[src/rtl/pcie_pkg.sv]
// register map, field layout and bus types of the power/clock interrupt enable block
package pcie_pkg;
    localparam int          ADDR_W         = 14;
    localparam int          SRC_W          = 28;
    // printed offsets, all multiples of four, used as byte addresses
    localparam logic [13:0] OFF_SET_EN     = 14'h3fdc;
    localparam logic [13:0] OFF_STATUS     = 14'h3fe0;
    localparam logic [13:0] OFF_CLR_EN     = 14'h3fd8;
    localparam logic [13:0] OFF_ENABLED    = 14'h3fe4;
    localparam logic [13:0] OFF_IRQ_MASK   = 14'h3fe8;
    localparam logic [13:0] OFF_RAW        = 14'h3fec;
    // writable source bits: 27..16, 10..3, 1, 0
    localparam logic [31:0] SRC_MASK       = 32'h0fff_07fb;
    localparam logic [31:0] RESET_VAL      = 32'h0000_0000;
    localparam int          PAD_LO         = 16;
    localparam int          PAD_HI         = 27;
    localparam int          SEC_HIGH_BIT   = 10;
    localparam int          RF_BIT         = 9;
    localparam int          PRI_LOW_BIT    = 8;
    localparam int          SEC_LOW_BIT    = 7;
    localparam int          CURLIM_BIT     = 6;
    localparam int          TEMP1_BIT      = 5;
    localparam int          TEMP0_BIT      = 4;
    localparam int          SUSP_PREV_BIT  = 3;
    localparam int          SUSP_EXIT_BIT  = 1;
    localparam int          PAD_AGG_BIT    = 0;
    localparam logic [1:0]  HTRANS_NONSEQ  = 2'h2;
    localparam logic [1:0]  HTRANS_SEQ     = 2'h3;

    typedef struct packed {
        logic        valid;
        logic        write;
        logic [13:0] addr;
    } pcie_req_type;
endpackage

[src/rtl/pcie_irq_enable.sv]
// interrupt set/clear enable, status and mask registers with an AHB-Lite slave port
//
// Overview of operation
// - bits 27..16 arm pad twelve..one rises
// - bit 10 arms secondary supply going high
// - bit 9 arms RF field activity
// - bit 8 arms primary supply going low
// - bit 7 arms secondary supply going low
// - bit 6 arms driver current limiter active
// - bits 5, 4 arm temperature sensors 1, 0
// - bit 3 arms suspend prevented event
// - bit 1 arms suspend exit event
// - bit 0 arms aggregate pad interrupt
// - clear-enable register: write one disarms source
// - status register reports pending sources, same layout
`timescale 1ns/1ps
module pcie_irq_enable #(
    parameter int SRC_W = pcie_pkg::SRC_W
) (
    // clock and reset
    input  wire logic        core_clk,
    input  wire logic        rst_n,
    // ahb-lite slave
    input  wire logic        hsel,
    input  wire logic [31:0] haddr,
    input  wire logic [1:0]  htrans,
    input  wire logic        hwrite,
    input  wire logic [2:0]  hsize,
    input  wire logic [31:0] hwdata,
    input  wire logic        hready,
    output logic      [31:0] hrdata,
    output logic             hreadyout,
    output logic             hresp,
    // interrupt sources, one-cycle or level events from the same clock
    input  wire logic [31:0] src_event,
    // enables to the source logic and interrupt line
    output logic      [31:0] src_enable,
    output logic             irq
);

    ////////////////////////////////////////////////////////////////////////////
    // address phase capture

    pcie_pkg::pcie_req_type req_q;
    logic                   take_req;

    assign take_req = hsel & hready & (htrans == pcie_pkg::HTRANS_NONSEQ | htrans == pcie_pkg::HTRANS_SEQ);

    always_ff @(posedge core_clk) begin
        if (!rst_n) begin
            req_q <= '0;
        end else if (hready) begin
            req_q.valid <= take_req;
            req_q.write <= hwrite;
            req_q.addr  <= haddr[13:0];
        end
    end

    // zero wait states: every access completes in its first data cycle
    assign hreadyout = 1'b1;
    assign hresp     = 1'b0;

    function automatic logic hit(input pcie_pkg::pcie_req_type r, input logic [13:0] off);
        hit = r.valid && (r.addr == off);
    endfunction

    logic wr_set;
    logic wr_clr;
    logic wr_mask;
    logic rd_status;

    assign wr_set    = hit(req_q, pcie_pkg::OFF_SET_EN) && req_q.write;
    assign wr_clr    = hit(req_q, pcie_pkg::OFF_CLR_EN) && req_q.write;
    assign wr_mask   = hit(req_q, pcie_pkg::OFF_IRQ_MASK) && req_q.write;
    assign rd_status = hit(req_q, pcie_pkg::OFF_STATUS) && !req_q.write;

    ////////////////////////////////////////////////////////////////////////////
    // enable register

    logic [31:0] enable_q;
    logic [31:0] enable_d;
    logic [31:0] set_bits;
    logic [31:0] clr_bits;

    // pads, supplies, rf, limiter, temperatures, suspend and aggregate share one mask
    assign set_bits = wr_set ? (hwdata & pcie_pkg::SRC_MASK) : '0;
    assign clr_bits = wr_clr ? (hwdata & pcie_pkg::SRC_MASK) : '0;

    always_comb begin
        // set beats clear when both hit the same bit in one cycle (cannot happen on one bus)
        enable_d = (enable_q & ~clr_bits) | set_bits;
    end

    always_ff @(posedge core_clk) begin
        if (!rst_n) begin
            enable_q <= pcie_pkg::RESET_VAL;
        end else begin
            enable_q <= enable_d;
        end
    end

    assign src_enable = enable_q;

    ////////////////////////////////////////////////////////////////////////////
    // sticky status, clear on read, set wins

    logic [31:0] status_q;
    logic [31:0] mask_q;
    logic [31:0] new_ev;
    logic [31:0] status_left;
    logic        pending;

    assign new_ev = src_event & enable_q & pcie_pkg::SRC_MASK;
    // a read clears only what hrdata reported: a bit set after the read data was taken survives
    assign status_left = rd_status ? (status_q & ~hrdata) : status_q;
    // a set mask bit keeps its source off the line
    assign pending = |(status_q & ~mask_q);

    always_ff @(posedge core_clk) begin
        if (!rst_n) begin
            status_q <= pcie_pkg::RESET_VAL;
        end else begin
            status_q <= status_left | new_ev;
        end
    end

    always_ff @(posedge core_clk) begin
        if (!rst_n) begin
            mask_q <= pcie_pkg::RESET_VAL;
        end else if (wr_mask) begin
            mask_q <= hwdata & pcie_pkg::SRC_MASK;
        end
    end

    always_ff @(posedge core_clk) begin
        if (!rst_n) begin
            irq <= 1'b0;
        end else begin
            irq <= pending;
        end
    end

    ////////////////////////////////////////////////////////////////////////////
    // read data, registered on the address phase so it stands in the data phase

    logic [31:0] rdata_d;

    always_comb begin
        rdata_d = '0;
        if (take_req && !hwrite) begin
            case (haddr[13:0])
                pcie_pkg::OFF_STATUS:   rdata_d = status_q;
                pcie_pkg::OFF_ENABLED:  rdata_d = enable_q;
                pcie_pkg::OFF_IRQ_MASK: rdata_d = mask_q;
                pcie_pkg::OFF_RAW:      rdata_d = src_event & pcie_pkg::SRC_MASK;
                default:                rdata_d = '0;
            endcase
        end
    end

    always_ff @(posedge core_clk) begin
        if (!rst_n) begin
            hrdata <= '0;
        end else if (hready) begin
            hrdata <= rdata_d;
        end
    end
endmodule

[config.mk]
export PLATFORM = sky130hd
export DESIGN_NAME = pcie_irq_enable
export DESIGN_NICKNAME = d
export VERILOG_FILES = /design/src/rtl/pcie_pkg.sv /design/src/rtl/pcie_irq_enable.sv
export SDC_FILE = /design/constraint.sdc
export NUM_CORES = 1
export LEC_CHECK = 0
export BUFFER_PORTS_ARGS = -buffer_cell sky130_fd_sc_hd__buf_2
export CORE_MARGIN = 1.5
export CORE_UTILIZATION = 45
export DETAILED_ROUTE_END_ITERATION = 8
export PLACE_DENSITY = 0.77
export SLEW_MARGIN = 40
export SYNTH_ARGS = -nofsm -noshare
export SYNTH_HDL_FRONTEND = slang
export SYNTH_SLANG_ARGS = --single-unit
[constraint.sdc]
create_clock -name core_clk -period 2.85 [get_ports core_clk]
set_input_delay 0.57 -clock core_clk [delete_from_list [all_inputs] [get_ports core_clk]]
set_output_delay 0.57 -clock core_clk [all_outputs]
set_load 0.02 [all_outputs]
==> impl_metrics.ini, run 1 <==
[timing]
finClkSkew_ns = 0.0142
hold_viol_final = 0
rsz0062_at_grt = no
fmaxAchievable_mhz = 521
finalCritPeriodShare_pct = 67.4
tightest_slew_ns = 0.780
slew_violations = 0
tns_ns = 0
slew_headroom_pct = 47.9
finalWorstPathRequiredPeriod_ns = 1.92
setup_viol = 0

[cts]
clk_latency_ns = 0.42
root_buffer = clkbuf_16
cts_buffer_depth = 2
clock_sinks = 125
cts_buffers = 17
ctsHoldBuffers = 0
post-cts-setup-buffer-count = 0
cts_tree = done
post_cts_resized = 0
clk_pin_slew_ns = 0.06
htreeDepth = 4

[routing]
wire_per_inst_um = 18.4
drc_errors = 0
ant_nets = 0
dr.pass1.iters = 6
route.vias.total = 4803
routed_wl_um = 15200
viasPerCell = 5.79
drt_iter0_drc = 397

[global_route]
grt_usage_pct = 24.4
antenna_found_initial = 1
grt_max_degree = 63
grt_pass1_vias = 4850
grt_overflow = 0
grt_pass1_wl_um = 24200

[die]
rows = 39
io_pins = 173
core_mm2 = 0.0116
die_h_um = 113
initial_core_util_pct = 46.8
fp.dieArea_mm2 = 0.0127
die_width_um = 113

[place]
port_buffers = 118
gp_congestion = 0.805
hpwl_um = 9880

[final_layout]
drive_gt1_share_pct = 27.3
register_area_mm2 = 0.00250
n_fill_cell = 997
final_nets = 779
multi_input_area_mm2 = 0.00255
syn_to_final_growth_pct = 23.7

[setup_path]
worstRegToRegCells = 5
worst_path_max_delay_cell = buf_4
crit-reg2reg-launch = req_q[15]$_SDFFE_PN0P_
crit_arrival_ns = 2.18
rr_endpoint = status_q[23]$_SDFF_PN0_
crit_buf_inv = 1
crit_cells = 5
path_max_fanout = 32
cp_data_required_time_ns = 3.11
cp_top_family = simple AND/OR/NAND/NOR gates
max_stage_delay_ns = 0.43
critical_path_class = reg -> reg
crit_chain = nor3b_1 > nand4_1 > nor4_4 > buf_4 > a311oi_1
end_kind = register
worstSetupStartpointType = register
rrSetupSlack_ns = 0.93

[worst_hold_path]
min_to = req_q[4]$_SDFFE_PN0P_
min_path_cells = 3
min_from = haddr[4]
hold_path.class = in -> reg

[pwr]
p_leak_nw = 2.72
cellPowerDensity_mw_per_mm2 = 638
power.total_w = 0.00428
peakVddDrop_uv = 322

[synthesis]
syn-instance-count = 564
synthMuxAreaShare_pct = 16.0
netlist_area_mm2 = 0.00542
yosys_most_used_dff = dfxtp_1
synthSimpleGateAreaFrac_pct = 12.8
synth_compound_gate_area_share_pct = 17.3
yosys_warnings = 0
async_flop_share_pct = 0
synth_xor_area_share_pct = 0
avgSynthCellArea_um2 = 9.60
seq_area_frac_synth_pct = 46.2
synth_adder_area_share_pct = 0
synth_edf_count = 0
synth_seq_cells = 125
ys_types = 34
synth_top_family_by_area = compound AO/OA/AOI/OAI gates

[status]
status = complete, no violations

[flow_run]
drv_cap = 0
==> worst min-delay path, delay by kind of cell <==
| family | cells | cell delay, ns |
|---|---|---|
| buffers and inverters | 1 | 0.09 |
| muxes | 1 | 0.06 |
| and+or+nand+nor | 1 | 0.07 |
==> state kept, by name, indices dropped and copies added, names as in the netlist <==
name and cells:
hrdata 32, status_q 32, mask_q 22, src_enable 22, req_q 16, irq 1
==> worst max path at each step <==
| stage | start | to | slack (ns) |
|---|---|---|---|
| after floorplan | haddr[2] | hrdata[0]$_SDFFE_PN0P_ | 0.85 |
| after global routing | req_q[15]$_SDFFE_PN0P_ | status_q[23]$_SDFF_PN0_ | 0.77 |
| final | req_q[15]$_SDFFE_PN0P_ | status_q[23]$_SDFF_PN0_ | 0.93 |
| after CTS | req_q[15]$_SDFFE_PN0P_ | status_q[7]$_SDFF_PN0_ | 0.97 |
| after global placement | haddr[0] | hrdata[13]$_SDFFE_PN0P_ | 0.62 |
| after detailed placement | haddr[0] | hrdata[13]$_SDFFE_PN0P_ | 0.60 |
==> cells in the final DEF (no fill, tap or decap), types with 2 or more instances in the layout <==
master,n
buf_2,118
o22ai_1,4
nor4_1,4
clkinvlp_4,3
nor2_1,19
o21ai_0,22
diode_2,2
nand2b_1,8
conb_1,12
mux2i_1,37
a21oi_1,55
dfxtp_1,125
clkinv_2,3
and4_1,3
o2111ai_1,3
a32o_1,9
a311oi_1,22
nand4_1,5
mux4_2,22
bufinv_16,4
buf_4,11
nand2_1,78
nand3_1,24
a22o_1,22
clkbuf_16,17
nor2_2,2
inv_1,37
clkbuf_8,2
==> logic make-up after synthesis <==
family          count (synthesis)
compound gates                140
flops                         125
other cells                     2
simple gates                  150
mux                            59
buf+inv                        88
==> cell type report <==
cell class / count / area share (%)
Antenna cell: 2 / 0.0747
Clock buffer: 20 / 6.82
Clock inverter: 11 / 2.48
Inverter: 38 / 2.13
Multi-Input combinational cell: 361 / 38.1
Sequential cell: 125 / 37.4
Tap cell: 143 / 2.67
Timing Repair Buffer: 130 / 10.3
==> synth_stat cells (4+ instances only) <==
library cell  count  area share (%)
a21oi_1          55             5.1
a22o_1           22             3.6
a311oi_1         22             3.6
a32o_1            9             1.7
buf_2             7            0.65
buf_4            13             1.8
clkbuf_1         24             1.7
dfxtp_1         125              46
inv_1            37             2.6
mux2i_1          37             6.8
mux4_2           22             9.1
nand2_1          78             5.4
nand2b_1          8            0.92
nand3_1          24             2.2
nand4_1           5            0.58
nor2_1           21             1.5
nor4_1            4            0.46
o21ai_0          22             2.0
o22ai_1           4            0.46
==> stage by stage <==
stage / cell area [um2] / hold WS (ns) / std cells / worst slack (ns) / utilization (%)
2_1_floorplan: 5450 / 0.425 / 574 / 0.848 / -
3_3_place_gp: 6070 / 0.430 / 797 / 0.623 / 52.5
3_5_place_dp: 6070 / 0.441 / 797 / 0.598 / 52.5
4_1_cts: 6690 / 0.395 / 828 / 0.975 / 57.9
5_1_grt: 6700 / 0.405 / 829 / 0.769 / 57.9
6_report: 6700 / 0.404 / 830 / 0.930 / 57.9
==> where the power goes <==
group / total, W / switching (W) / internal (W)
clock: 0.00228 / 0.000781 / 0.00150
sequential: 0.00177 / 0.00000980 / 0.00176
combinational: 0.000224 / 0.000141 / 0.0000833
==> routing by layer <==
layer	up-vias	wire [um]	track usage, %
met1	2314	6070	28.2
li1	2253	-	-
met2	201	7640	41.7
met4	0	440	11.9
met3	35	1090	6.96
met5	-	0	0
(Power assumes the default switching activity.)
==> run 2: changes to the inputs <==
--- a/config.mk
+++ b/config.mk
@@ -5,6 +5,7 @@
 export SDC_FILE = /design/constraint.sdc
 export NUM_CORES = 1
 export LEC_CHECK = 0
+export ABC_AREA = 1
 export BUFFER_PORTS_ARGS = -buffer_cell sky130_fd_sc_hd__buf_2
 export CORE_MARGIN = 1.5
 export CORE_UTILIZATION = 45
==> constraint.sdc (replaced) <==
create_clock -name core_clk -period 2 [get_ports core_clk]
set_input_delay 0.4 -clock core_clk [delete_from_list [all_inputs] [get_ports core_clk]]
set_output_delay 0.4 -clock core_clk [all_outputs]
set_load 0.02 [all_outputs]
==> run 2 against run 1 <==
  * Cell count increased by 33%
  * Total power increased by 29%
  * Sequential power increased by 43%
==> impl_metrics.ini, run 2 <==
[die]
io_pins = 173
rows = 40
initial_core_util_pct = 46.2
die_h_um = 114
core_mm2 = 0.0121
fp.dieArea_mm2 = 0.0130
die_width_um = 114

[place]
place_ws_ns = 0.156
place_inst = 1069
port_buffers = 118
hpwl_um = 10700
gp_congestion = 0.813

[synthesis]
synth.most_common_cell = nand2_1
yosys_most_used_dff = dfxtp_1
syn-instance-count = 799
seq_area_frac_synth_pct = 45.0
synth_top_family_by_area = simple AND/OR/NAND/NOR gates
synth_adder_area_share_pct = 0
netlist_area_mm2 = 0.00557
ys_top_cells_by_count = nand2_1, dfxtp_1, nand3_1, a21oi_1, nor2_1
synth_edf_count = 0
ys_types = 28
synth_top_cell_by_area = dfxtp_1
async_flop_share_pct = 0
yosysTopAreaCellShare_pct = 45.0
synthMuxAreaShare_pct = 0
yosys_warnings = 0
synthTopCellsByArea = dfxtp_1, nand2_1, nand3_1
synth_compound_gate_area_share_pct = 12.1
avgSynthCellArea_um2 = 6.97
synthSimpleGateAreaFrac_pct = 33.6
synth_seq_cells = 125
synth_xor_area_share_pct = 0

[final_layout]
mostFrequentLayoutCells = nand2_1, dfxtp_1, buf_2
n_fill_cell = 1183
syn_to_final_growth_pct = 24.2
final_nets = 1026
antenna_cells = 0
drive_gt1_share_pct = 19.7
top_regs = hrdata (32), status_q (32)
multi_input_area_mm2 = 0.00261
final_common_cell = nand2_1
register_area_mm2 = 0.00250
final_core_util_pct = 57.3
stdcell_count = 1100

[setup_path]
crit_arrival_ns = 2.20
cp_data_required_time_ns = 2.35
worstSetupStartpointType = register
worstRegToRegCells = 8
end_kind = register
rr_endpoint = mask_q[24]$_SDFFE_PN0P_
crit-reg2reg-launch = req_q[8]$_SDFFE_PN0P_
path_max_fanout = 37
critical_path_class = reg -> reg
rrSetupSlack_ns = 0.15

[timing]
hold_viol_final = 0
fmaxAchievable_mhz = 541
finalWorstPathRequiredPeriod_ns = 1.85
setup_viol = 0
slew_violations = 0
finalCritPeriodShare_pct = 92.4
setup_ws_ns = 0.152
finClkSkew_ns = 0.00859
rsz0062_at_grt = yes

[cts]
clk_pin_slew_ns = 0.05
cts_tree = done
clock_sinks = 125
htreeDepth = 4
ctsHoldBuffers = 0
clk_latency_ns = 0.42
root_buffer = clkbuf_16
cts_buffer_depth = 2
cts_buffers = 17

[global_route]
grt_usage_pct = 25.4
antenna_found_initial = 0
grt_pass1_wl_um = 25700
grt_max_degree = 50
grt_pass1_vias = 5321
grt_overflow = 0

[routing]
drc_errors = 0
dr.pass1.iters = 6
route.vias.total = 5729
drt_iter0_drc = 599
ant_nets = 0
viasPerCell = 5.21
routed_wl_um = 15900
wire_per_inst_um = 14.5

[pwr]
peakVddDrop_uv = 535
p_leak_nw = 2.95
cellPowerDensity_mw_per_mm2 = 795

[worst_hold_path]
hold_path.class = in -> reg
min_to = req_q[7]$_SDFFE_PN0P_
min_from = haddr[7]
min_path_cells = 3

[status]
status = complete, no violations

[flow_run]
drv_cap = 0
==> run 2: cell types whose count changed in the layout (fill, tap and decap cells not counted), moves of 15 or more <==
cell      previous run  this run
a22o_1              22         0
a311oi_1            22         0
inv_1               37        52
mux2i_1             37         0
mux4_2              22         0
nand2_1             78       258
nand3_1             24        79
nand4_1              5        23
nor2_1              19        59
o21ai_1              0        16
==> run 2: worst max-delay path by stage <==
stage / from / slack (ns) / endpoint / cells after the start
6_report: req_q[8]$_SDFFE_PN0P_ / 0.15 / mask_q[24]$_SDFFE_PN0P_ / 8
5_1_grt: req_q[13]$_SDFFE_PN0P_ / -0.004 / mask_q[24]$_SDFFE_PN0P_ / 8
4_1_cts: req_q[13]$_SDFFE_PN0P_ / 0.09 / mask_q[7]$_SDFFE_PN0P_ / 8
3_5_place_dp: req_q[13]$_SDFFE_PN0P_ / 0.16 / mask_q[8]$_SDFFE_PN0P_ / 8
3_3_place_gp: req_q[13]$_SDFFE_PN0P_ / 0.19 / mask_q[8]$_SDFFE_PN0P_ / 8
2_1_floorplan: haddr[0] / 0.59 / hrdata[10]$_SDFFE_PN0P_ / 9
==> run 2: metal layers <==
metal,track usage [%],part of all wire (%),up-vias
met5,0,0,-
met4,11.8,2.2,0
met3,5.88,7.8,32
met2,41.4,47,239
met1,31.8,43,2630
li1,-,-,2828
==> run 2: worst max-delay path, cell delays in order, from the launching register on <==
cell and delay (ns):
dfxtp_1 0.32, nand2_1 0.05, nor2_1 0.13, nand3_2 0.17, nor3_4 0.33, nand2_4 0.31, inv_2 0.26, nor2_1 0.08
nor2_1 0.12
==> run 2: area by class of cell <==
type | count | area share [%]
Multi-Input combinational cell | 575 | 37.8
Sequential cell | 125 | 36.2
Timing Repair Buffer | 145 | 12.4
Clock buffer | 24 | 6.97
Inverter | 56 | 3.04
Tap cell | 168 | 3.04
Clock inverter | 7 | 0.579
==> run 2: logic make-up after synthesis <==
group,after synthesis
AO/OA/AOI/OAI,127
buffers and inverters,109
flip-flops,125
other,2
AND/OR/NAND/NOR,436
==> run 2: per-stage QoR <==
step	cell area, um2	setup TNS (ns)	hold WS [ns]	power [W]
floorplan	5600	0	0.444	0.00271
global placement	6390	0	0.451	0.00283
detailed placement	6390	0	0.457	0.00283
CTS	6910	0	0.207	0.00553
global route	6910	-0.00654	0.222	0.00567
finish	6910	0	0.217	0.00550
==> run 2: what timing repair did <==
| item | 4_1_cts | 5_1_grt |
|---|---|---|
| gates resized for setup | 0 | 1 |
| setup buffers | 0 | 0 |
| hold endpoints to repair | 0 | 0 |
| setup endpoints to repair | 0 | 7 |
==> run 2: where the power goes <==
part | total (W) | leakage [nW] | switching, W | internal, W
Clock | 0.00271 | 0.256 | 0.00106 | 0.00166
Combinational | 0.000253 | 1.68 | 0.000168 | 0.0000852
Sequential | 0.00253 | 1.01 | 0.0000152 | 0.00251
Total | 0.00550 | 2.95 | 0.00124 | 0.00426
==> run 3: changes to the inputs <==
--- a/config.mk
+++ b/config.mk
@@ -10,6 +10,7 @@
 export CORE_MARGIN = 1.5
 export CORE_UTILIZATION = 45
 export DETAILED_ROUTE_END_ITERATION = 8
+export GPL_TIMING_DRIVEN = 0
 export PLACE_DENSITY = 0.77
 export SLEW_MARGIN = 40
 export SYNTH_ARGS = -nofsm -noshare
==> run 3 against run 2 <==
  * Clock skew is 0.0011 ns lower
  * Largest cell class unchanged
  * Total power is 11% higher
  * Global-route usage is 1.7 points higher
  * Highest routed layer unchanged
  * Non-clock buffer count is 27 higher
  * Via count is 2.6% higher
  * Hold slack better by 0.0069 ns
  * Sequential share of layout area is 0.76 points lower
==> impl_metrics.ini, run 3 (synthesis gave the netlist of run 2 again) <==
[status]
status = complete, no violations

[place]
place_ws_ns = 0.126
gp_congestion = 0.907
port_buffers = 117
hpwl_um = 11900

[setup_path]
critical_path_class = reg -> reg
crit_buf_inv = 1
rrSetupSlack_ns = 0.20
path_max_fanout = 10
end_kind = register
max_stage_delay_ns = 0.41
cp_data_required_time_ns = 2.28
crit_chain = nor2_1 > nand3_1 > nor3_2 > clkbuf_2 > nand3_1 > nand2_1 > a21oi_1
cp_top_family = simple AND/OR/NAND/NOR gates
crit_arrival_ns = 2.08
worstSetupStartpointType = register
cp_common_cell = nand3_1
crit_cells = 7
worst_path_max_delay_cell = nor3_2
worstRegToRegCells = 7

[cts]
cts_buffers = 17
cts_tree = done
ctsHoldBuffers = 0
root_buffer = clkbuf_16
cts_buffer_depth = 2
clock_sinks = 125
clk_latency_ns = 0.42
htreeDepth = 4
clk_pin_slew_ns = 0.06

[timing]
finalCritPeriodShare_pct = 90.1
finalWorstPathRequiredPeriod_ns = 1.80
tns_ns = 0
fmaxAchievable_mhz = 555
slew_headroom_pct = 56.1
hold_viol_final = 0
tightest_slew_ns = 0.658
setup_viol = 0
rsz0062_at_grt = no
slew_violations = 0
setup_ws_ns = 0.198
finClkSkew_ns = 0.00749

[pwr]
p_int_w = 0.00481
pwr-share-seq_pct = 41.3
cellPowerDensity_mw_per_mm2 = 866
peakVddDrop_uv = 502
combPwrFrac_pct = 4.4
p_sw_w = 0.00131
pwr-share-clk_pct = 54.3
sw_frac_of_total_pct = 21.4
p_leak_nw = 3.06

[global_route]
grt_pass1_vias = 5399
grt_pass1_wl_um = 27000
grt_overflow = 0
grt_usage_pct = 27.0
grt_max_degree = 17
antenna_found_initial = 1

[die]
fp.dieArea_mm2 = 0.0130
io_pins = 173
die_width_um = 114
die_h_um = 114
core_mm2 = 0.0121
initial_core_util_pct = 46.2
rows = 40

[final_layout]
syn_to_final_growth_pct = 26.9
final_nets = 1053
top_regs = hrdata (32), status_q (32)
mostFrequentLayoutCells = nand2_1, buf_2, dfxtp_1
final_common_cell = nand2_1
register_area_mm2 = 0.00250
n_fill_cell = 1114
drive_gt1_share_pct = 20.4
multi_input_area_mm2 = 0.00259

[routing]
drc_errors = 0
ant_nets = 0
route.vias.total = 5876
dr.pass1.iters = 6
wire_per_inst_um = 15.1
viasPerCell = 5.20
routed_wl_um = 17000
drt_iter0_drc = 689

[flow_run]
drv_cap = 0

[worst_hold_path]
hold_path.class = in -> reg
min_path_cells = 3
[run 3: power by group through the flow]
stage	combinational, W	sequential [W]	clock [W]
after detailed placement	0.000264	0.00258	0
after floorplan	0.000134	0.00258	0
final	0.000272	0.00253	0.00332
after CTS	0.000268	0.00253	0.00334
after global placement	0.000264	0.00258	0
after global routing	0.000298	0.00253	0.00346
[run 3: layout make-up]
type,count,area share [%]
antenna,1,0.0354
buffer,53,4.30
tap,168,2.98
timing repair buffer,119,8.50
inverter,56,2.98
sequential,125,35.4
multi-input combinational,575,36.7
clock buffer,21,6.80
clock inverter,11,2.30
[run 3: per-layer routing]
layer  track usage, %  vias up  wire length, um
met1             34.6     2655             7100
met2             43.2      289             7960
li1                 -     2888                -
met5                0        -                0
met4             10.4        0              446
met3             7.94       44             1500
[run 3: final timing paths]
kind,from,to
worst max-delay path,req_q[2]$_SDFFE_PN0P_,status_q[10]$_SDFF_PN0_
worst min-delay path,haddr[12],req_q[12]$_SDFFE_PN0P_
worst max register to register,req_q[2]$_SDFFE_PN0P_,status_q[10]$_SDFF_PN0_
worst min register to register,hrdata[22]$_SDFFE_PN0P_,hrdata[22]$_SDFFE_PN0P_
[run 3: tightest hold or removal path, stage by stage]
cell	delay (ns)
buf_2	0.09
nor2_1	0.04
nor2_1	0.08
[run 3: per-stage QoR]
stage          std cells  instance area (um2)  utilization (%)  total power, W  hold slack (ns)
6_report            1129                 7060             58.6         0.00612            0.224
3_5_place_dp        1094                 6400             53.1         0.00284            0.457
5_1_grt             1129                 7060             58.6         0.00629            0.226
2_1_floorplan        809                 5600                -         0.00271            0.444
4_1_cts             1126                 7040             58.4         0.00613            0.211
3_3_place_gp        1094                 6400             53.1         0.00284            0.455
[run 3: repair_timing]
action	4_1_cts	5_1_grt
endpoints found under the hold margin	0	0
gates resized for setup	0	4
buffers inserted	0	2
endpoints found under the setup margin	0	19
